**src/hdl/spe_map.svh**
```systemverilog
// Constants for the serial programming entry block
`ifndef SPE_MAP_SVH
`define SPE_MAP_SVH
`define SPE_KEY_BITS 32
`define SPE_KEY_VALUE 32'h5a5a_c3c3
`define SPE_CNT_W 6
`define SPE_SYNC_RST 1'b0
`endif

```
**src/hdl/spe_pkg.sv**
```systemverilog
// Types shared by the serial programming entry block
`default_nettype none
package spe_pkg;
    typedef enum logic [2:0] {
        SPE_IDLE,
        SPE_KEY_SHIFT,
        SPE_KEY_FAIL,
        SPE_HV_SESSION,
        SPE_LV_SESSION
    } spe_mode_e;
endpackage
`default_nettype wire

```
**src/hdl/spe_sync2.sv**
```systemverilog
// Two-flop synchroniser for pin inputs
`default_nettype none
module spe_sync2 #(
    parameter int WIDTH = 1
) (
    input wire logic clk_sys,
    input wire logic srst,
    input wire logic [WIDTH-1:0] async_in,
    output logic [WIDTH-1:0] sync_out
);
    // First stage, read only by the second
    logic [WIDTH-1:0] meta_q;

    // Two stages, cleared by reset
    always_ff @(posedge clk_sys) begin
        if (srst) begin
            meta_q <= '0;
            sync_out <= '0;
        end else begin
            meta_q <= async_in;
            sync_out <= meta_q;
        end
    end
endmodule
`default_nettype wire

```
**src/hdl/spe_entry.sv**
```systemverilog
// Serial programming entry and mode-hold logic
`include "spe_map.svh"
`default_nettype none
// Functional notes
// - HV entry: clock, data low, then high level
// - Key entry only when enable bit is 1
// - Master-clear low, then 32-bit key shifted
// - Key session lasts while master-clear stays low
// - Enable bit forces master-clear reset on
// - Clearing enable bit allowed in HV session only
// - Data pin two-way, clock pin input only
// - Session allows memory, ID, config writes
module spe_entry #(
    parameter int KEY_BITS = `SPE_KEY_BITS,
    parameter logic [`SPE_KEY_BITS-1:0] ENTRY_KEY = `SPE_KEY_VALUE
) (
    input wire logic clk_sys,
    input wire logic srst,
    // Programmer pins, inputs outside the clock's domain, outputs registered in it
    input wire logic prog_serial_clock,
    input wire logic prog_serial_data_in,
    output logic prog_serial_data_out,
    output logic prog_serial_data_oe,
    input wire logic master_clear_pin,
    input wire logic high_programming_level,
    // Config bit and outgoing data, same clock domain
    input wire logic low_voltage_entry_enable,
    input wire logic tx_data,
    input wire logic tx_drive,
    // Enable-bit clear request and its grant
    input wire logic cfg_lv_clear_req,
    output logic cfg_lv_clear_ok,
    // Mode status and permissions, all registered
    output logic master_clear_reset_forced,
    output logic prog_mode_active,
    output logic hv_session,
    output logic lv_session,
    output logic prog_write_enable,
    output logic rx_bit_valid,
    output logic rx_bit
);
    import spe_pkg::*;

    // Synchronised pins: clock, data, master-clear, high level
    logic [3:0] pins_s;
    // Named taps of the synchroniser output
    logic clk_s; // Serial clock, two flops late
    logic dat_s; // Serial data, same delay as the clock
    logic mclr_s; // Master-clear level, high when released
    logic hv_s; // High programming level present
    // Edge finder state for the serial clock
    logic clk_prev_q; // Serial clock one cycle back
    logic clk_rise; // One-cycle strobe per clock rise
    // Key receiver state
    logic [`SPE_CNT_W-1:0] bit_cnt_q; // Bits taken so far
    logic [`SPE_KEY_BITS-1:0] shift_q; // Received key, MSB first
    // Entry mode machine
    spe_mode_e mode_q; // Present mode
    // Edge finder state for the high level
    logic hv_prev_q; // High level one cycle back
    logic hv_armed; // High level just arrived with pins low

    // All four pins share one two-flop stage, so clock and data
    // keep their relative timing through the crossing
    // Bit 0 clock, 1 data, 2 master-clear, 3 high level
    spe_sync2 #(
        .WIDTH(4)
    ) u_sync (
        .clk_sys(clk_sys),
        .srst(srst),
        .async_in({high_programming_level, master_clear_pin,
                   prog_serial_data_in, prog_serial_clock}),
        .sync_out(pins_s)
    );

    // Bit order fixed by the concatenation above
    assign clk_s = pins_s[0];
    assign dat_s = pins_s[1];
    assign mclr_s = pins_s[2];
    assign hv_s = pins_s[3];

    // Edge finder on the synchronised serial clock
    // Reset value matches the idle low level of both pins,
    // so no false edge follows reset
    always_ff @(posedge clk_sys) begin
        if (srst) begin
            clk_prev_q <= `SPE_SYNC_RST;
            hv_prev_q <= `SPE_SYNC_RST;
        end else begin
            clk_prev_q <= clk_s;
            hv_prev_q <= hv_s;
        end
    end

    // A rise shows two cycles after the pin edge; the link
    // clock must stay well below the system clock for this to work
    assign clk_rise = clk_s & ~clk_prev_q;
    // Clock and data must both be low as the high level arrives
    assign hv_armed = hv_s & ~hv_prev_q & ~clk_s & ~dat_s;

    // Key receiver: cleared while master-clear is high
    // Also cleared in idle, so a key cut short by the enable bit
    // leaves no stale count for the next attempt
    always_ff @(posedge clk_sys) begin
        if (srst || mclr_s) begin
            bit_cnt_q <= '0;
            shift_q <= '0;
        end else if (mode_q == SPE_IDLE) begin
            // Fresh start for the next key
            bit_cnt_q <= '0;
            shift_q <= '0;
        end else if (mode_q == SPE_KEY_SHIFT && clk_rise &&
                     bit_cnt_q != `SPE_CNT_W'(KEY_BITS)) begin
            // New bit enters at the bottom; the first bit ends as MSB
            shift_q <= {shift_q[`SPE_KEY_BITS-2:0], dat_s};
            bit_cnt_q <= bit_cnt_q + `SPE_CNT_W'(1);
        end
    end

    // Mode machine
    // A session is left only through the pin that opened it
    always_ff @(posedge clk_sys) begin
        if (srst) begin
            mode_q <= SPE_IDLE;
        end else begin
            unique case (mode_q)
                SPE_IDLE: begin
                    // High-voltage entry wins over the key path
                    if (hv_armed) begin
                        mode_q <= SPE_HV_SESSION;
                    end else if (!mclr_s && low_voltage_entry_enable) begin
                        mode_q <= SPE_KEY_SHIFT;
                    end
                end
                SPE_KEY_SHIFT: begin
                    // Shifting itself happens in the key receiver
                    // Enable may drop; the path then closes
                    if (mclr_s || !low_voltage_entry_enable) begin
                        mode_q <= SPE_IDLE;
                    end else if (bit_cnt_q == `SPE_CNT_W'(KEY_BITS)) begin
                        // Whole key in: compare once
                        if (shift_q == ENTRY_KEY) begin
                            mode_q <= SPE_LV_SESSION;
                        end else begin
                            mode_q <= SPE_KEY_FAIL;
                        end
                    end
                end
                SPE_KEY_FAIL: begin
                    // Locked out until master-clear rises again
                    if (mclr_s) begin
                        mode_q <= SPE_IDLE;
                    end
                end
                SPE_HV_SESSION: begin
                    // Session held while the high level stays
                    // Master-clear level plays no part here
                    if (!hv_s) begin
                        mode_q <= SPE_IDLE;
                    end
                end
                SPE_LV_SESSION: begin
                    // Release of master-clear ends the session
                    // Enable bit changes do not end a running session
                    if (mclr_s) begin
                        mode_q <= SPE_IDLE;
                    end
                end
                default: begin
                    // Unused codes fall back to idle
                    mode_q <= SPE_IDLE;
                end
            endcase
        end
    end

    // Session flags and permissions, registered
    // Registering costs a cycle of latency but keeps the
    // outputs glitch-free for the memory write logic
    always_ff @(posedge clk_sys) begin
        if (srst) begin
            // Nothing granted out of reset
            hv_session <= 1'b0;
            lv_session <= 1'b0;
            prog_mode_active <= 1'b0;
            prog_write_enable <= 1'b0;
            cfg_lv_clear_ok <= 1'b0;
            master_clear_reset_forced <= 1'b0;
        end else begin
            hv_session <= (mode_q == SPE_HV_SESSION);
            lv_session <= (mode_q == SPE_LV_SESSION);
            prog_mode_active <= (mode_q == SPE_HV_SESSION) || (mode_q == SPE_LV_SESSION);
            // Writes allowed in either kind of session
            prog_write_enable <= (mode_q == SPE_HV_SESSION) ||
                (mode_q == SPE_LV_SESSION);
            // Enable bit clear only from an HV session; by programmer
            cfg_lv_clear_ok <= cfg_lv_clear_req && (mode_q == SPE_HV_SESSION);
            // No other setting can mask this
            master_clear_reset_forced <= low_voltage_entry_enable;
        end
    end

    // Serial data path both ways while in session
    // The drive enable is gated by the session, so a stray drive
    // request outside a session never fights the programmer
    always_ff @(posedge clk_sys) begin
        if (srst) begin
            // Pin released out of reset
            prog_serial_data_out <= 1'b0;
            prog_serial_data_oe <= 1'b0;
            rx_bit_valid <= 1'b0;
            rx_bit <= 1'b0;
        end else begin
            // Outgoing bit follows the core one cycle later
            prog_serial_data_out <= tx_data;
            prog_serial_data_oe <= tx_drive && prog_mode_active;
            // Strobe only while the device is not driving the pin
            rx_bit_valid <= clk_rise && prog_mode_active && !tx_drive;
            rx_bit <= dat_s;
        end
    end
endmodule
`default_nettype wire

```
**config.mk**
```make
export PLATFORM = sky130hd
export DESIGN_NAME = spe_entry
export DESIGN_NICKNAME = d
export VERILOG_FILES = /design/src/hdl/spe_pkg.sv /design/src/hdl/spe_sync2.sv /design/src/hdl/spe_entry.sv
export VERILOG_INCLUDE_DIRS = /design/src /design/src/hdl
export SDC_FILE = /design/constraint.sdc
export NUM_CORES = 1
export LEC_CHECK = 0
export BUFFER_PORTS_ARGS = -buffer_cell sky130_fd_sc_hd__buf_4
export CORE_MARGIN = 2
export CORE_UTILIZATION = 55
export CTS_BUF_LIST = sky130_fd_sc_hd__clkbuf_8
export DETAILED_ROUTE_END_ITERATION = 12
export PLACE_DENSITY_LB_ADDON = 0.2
export REMOVE_ABC_BUFFERS = 1
export SETUP_SLACK_MARGIN = 0.3
export SLEW_MARGIN = 20
export SYNTH_ARGS = -nofsm -noshare
export SYNTH_HDL_FRONTEND = slang
export SYNTH_SLANG_ARGS = --single-unit
```
**constraint.sdc**
```tcl
create_clock -name clk_sys -period 2.5 [get_ports clk_sys]
set_input_delay 0.125 -clock clk_sys [delete_from_list [all_inputs] [get_ports clk_sys]]
set_output_delay 0.125 -clock clk_sys [all_outputs]
set_load 0.02 [all_outputs]
```
==> flow_metrics.env <==
export IMPL_status="finished clean"
export IMPL_drtIter0Drc=93
export IMPL_cts_buffers=9
export IMPL_required_ps=2760
export IMPL_clk_pin_slew_worst_paths_ps=70
export IMPL_die_height_um=67.9
export IMPL_antenna_found_initial=0
export IMPL_grt_usage=0.178
export IMPL_synth_seq_cells=60
export IMPL_cts_tree="yes"
export IMPL_ys_flop_type="dfxtp_1"
export IMPL_numPortBuffers=19
export IMPL_syn2layout_area_growth_pct=19.5
export IMPL_first_pass_iters=4
export IMPL_synth_top_area_share=0.536
export IMPL_final_cells=299
export IMPL_grt_max_degree=39
export IMPL_min_period_ps=2030
export IMPL_p_leak_nw=1.22
export IMPL_grt_pass1_vias=1343
export IMPL_core_um2=3970
export IMPL_initial_core_util=0.565
export IMPL_nNetsFinal=256
export IMPL_grt_first_pass_wirelength_mm=5.95
export IMPL_p_per_area_nw_per_um2=760
export IMPL_slew_violations=0
export IMPL_cts_buffer_depth=2
export IMPL_final_seq_area_um2=1200
export IMPL_hold_ws_ps=4.40
export IMPL_clock_sinks=60
export IMPL_fillCellCount=305
export IMPL_path_cells="or4b_1 > nor4_2 > nand4_1 > or4_1 > a21oi_1"
export IMPL_dpl_cell_count=278
export IMPL_insertion_delay_ps=330
export IMPL_routed_wl_mm=3.66
export IMPL_hold_class="input pin to flip-flop"
export IMPL_rsz0062_at_grt="no"
export IMPL_drt_vias_per_instance=5.10
export IMPL_route_vias_total=1524
export IMPL_peakVddDrop_uv=547
export IMPL_yosysUniqueCellTypes=37
export IMPL_multiInputGateArea_um2=980
export IMPL_slowest_stage="or4b_1"
export IMPL_final_antenna_net_count=0
export IMPL_rr_startpoint="shift_q[2]"
export IMPL_worst_slew_pin_slew_ps=552
export IMPL_gp_congestion=0.749
export IMPL_post_cts_buffers=0
export IMPL_cap_violations=0
export IMPL_synth_warnings=0
export IMPL_worstHoldStart="prog_serial_clock"
export IMPL_overflow=0
export IMPL_final_layout_size_suffix_gt1_frac=0.165
export IMPL_max_clock_freq_mhz=491
export IMPL_syn_instance_count=219
export IMPL_root_buffer="clkbuf_8"
export IMPL_synth_top_area_cell="dfxtp_1"
export IMPL_final_hold_violation_count=0
export IMPL_synth_area_top_cells="dfxtp_1 (54%), mux2i_1 (15%), nor2_1 (7.2%)"
export IMPL_finalSetupViolCount=0
export IMPL_row_count=23
export IMPL_finClkSkew_ps=6.87
export IMPL_synth_area_um2=2240
export IMPL_diodes=0
export IMPL_dp_hpwl_mm=2.31
export IMPL_wl_per_cell_um=12.2
export IMPL_slew_headroom=0.632
export IMPL_yosysSeqAreaShare=0.536
export IMPL_htree_levels=3
export IMPL_arrival_ps=2290
export IMPL_end_kind="flip-flop"
export IMPL_die_w_um=67.9
export IMPL_crit_type="flip-flop to flip-flop"
export IMPL_dieArea_um2=4600
export IMPL_cp_slowest_stage_delay_ps=530
export IMPL_critPathMaxFanout=3
export IMPL_synth_edf_count=0
export IMPL_ios=20
export IMPL_cp_startpoint="shift_q[2]"
export IMPL_route_detailed_drc=0
export IMPL_worstSetupStartpointType="flip-flop"
export IMPL_syn_area_per_cell_um2=10.2
export IMPL_finalCritPeriodShare=0.814
export IMPL_postSynth_asyncResetShare=0
[final cells by class]
type | instances | area share
multi-input combinational | 144 | 0.366
clock inverter | 6 | 0.0294
clock buffer | 10 | 0.0514
sequential | 60 | 0.448
inverter | 3 | 0.00420
timing repair buffer | 26 | 0.0775
tap | 50 | 0.0234
[sequential cells by signal, indices dropped and copies added, names as in the netlist]
signal,count
bit_cnt_q,6
master_clear_reset_forced,1
u_sync.meta_q,4
u_sync.sync_out,4
mode_q,3
shift_q,32
prog_serial_data_oe,1
rx_bit_valid,1
cfg_lv_clear_ok,1
hv_session,1
hv_prev_q,1
lv_session,1
prog_write_enable,1
rx_bit,1
clk_prev_q,1
prog_serial_data_out,1
[power breakdown]
part	switching (mW)	internal [mW]
Sequential	0.0107	0.970
Combinational	0.0652	0.0505
Clock	0.360	0.579
Total	0.436	1.60
[worst max-delay path, delay by kind of cell, from the launching register on]
kind	cells	cell delay, ps
compound gates	1	140
flops	1	320
simple gates	4	1500
[layout by cell type (no fill, tap or decap), types with 3 or more instances in the layout]
master,n
dfxtp_1,60
nor2_1,43
mux2i_1,33
buf_4,21
nor2b_1,16
clkbuf_8,10
dlygate4sd3_1,5
inv_1,4
nor3_1,3
nand2_1,3
nor4b_1,3
and3_1,3
nand3_1,3
xor2_1,3
clkinv_2,3
[path summary, 6_finish.rpt]
kind                         to  slack [ps]  depth (start not counted)
max reg2reg           mode_q[2]         470                          5
max                   mode_q[2]         470                          5
min reg2reg  u_sync.sync_out[2]         440                          1
min            u_sync.meta_q[0]           4                          2
[synthesized netlist by cell type, drive strengths merged (2+ instances only)]
cell type and n:
or4b 2, inv 3, nor2 43, nor3b 2, nand4bb 2, or4 2
nand3 3, buf 5, nand4b 2, clkbuf 7, xnor2 2, a21oi 3
mux2i 33, xor2 3, dfxtp 60, nor4 2, or3 2, nor3 3
ha 2, nor2b 16, nor4b 3, and3 3, o21ai 2, nand2 4
[layer usage]
layer	vias up	GRT usage	part of all wire	routed length (um)
li1	794	-	-	-
met1	702	0.237	0.52	1900
met2	20	0.246	0.43	1570
met3	8	0.0740	0.032	117
met4	0	0.0900	0.020	74
met5	-	0	0	0
[logic make-up after synthesis]
| logic type | after synthesis | share of synthesized area |
|---|---|---|
| and+or+nand+nor | 95 | 0.229 |
| muxes | 33 | 0.147 |
| xor gates and xnor gates | 5 | 0.0195 |
| buffers and inverters | 15 | 0.0301 |
| adders and majority gates | 2 | 0.0112 |
| AOI/OAI and AO/OA | 9 | 0.0268 |
| DFF | 60 | 0.536 |
[stage by stage]
stage	cell area (um^2)	setup TNS [ps]	utilization	setup WS, ps	power [mW]
after floorplan	2190	-37680	-	-1100	1.07
after global placement	2410	0	0.606	543	1.11
after detailed placement	2410	0	0.606	437	1.11
after CTS	2660	0	0.670	411	2.05
after global routing	2680	0	0.675	329	2.12
final	2680	0	0.675	465	2.04
[repair_timing]
item | CTS | global route
setup endpoints to repair | 0 | 1
endpoints found under the hold margin | 4 | 1
gates resized for setup | 0 | 1
hold buffers | 4 | 1
Note: power is estimated with default switching activity, not from simulation.
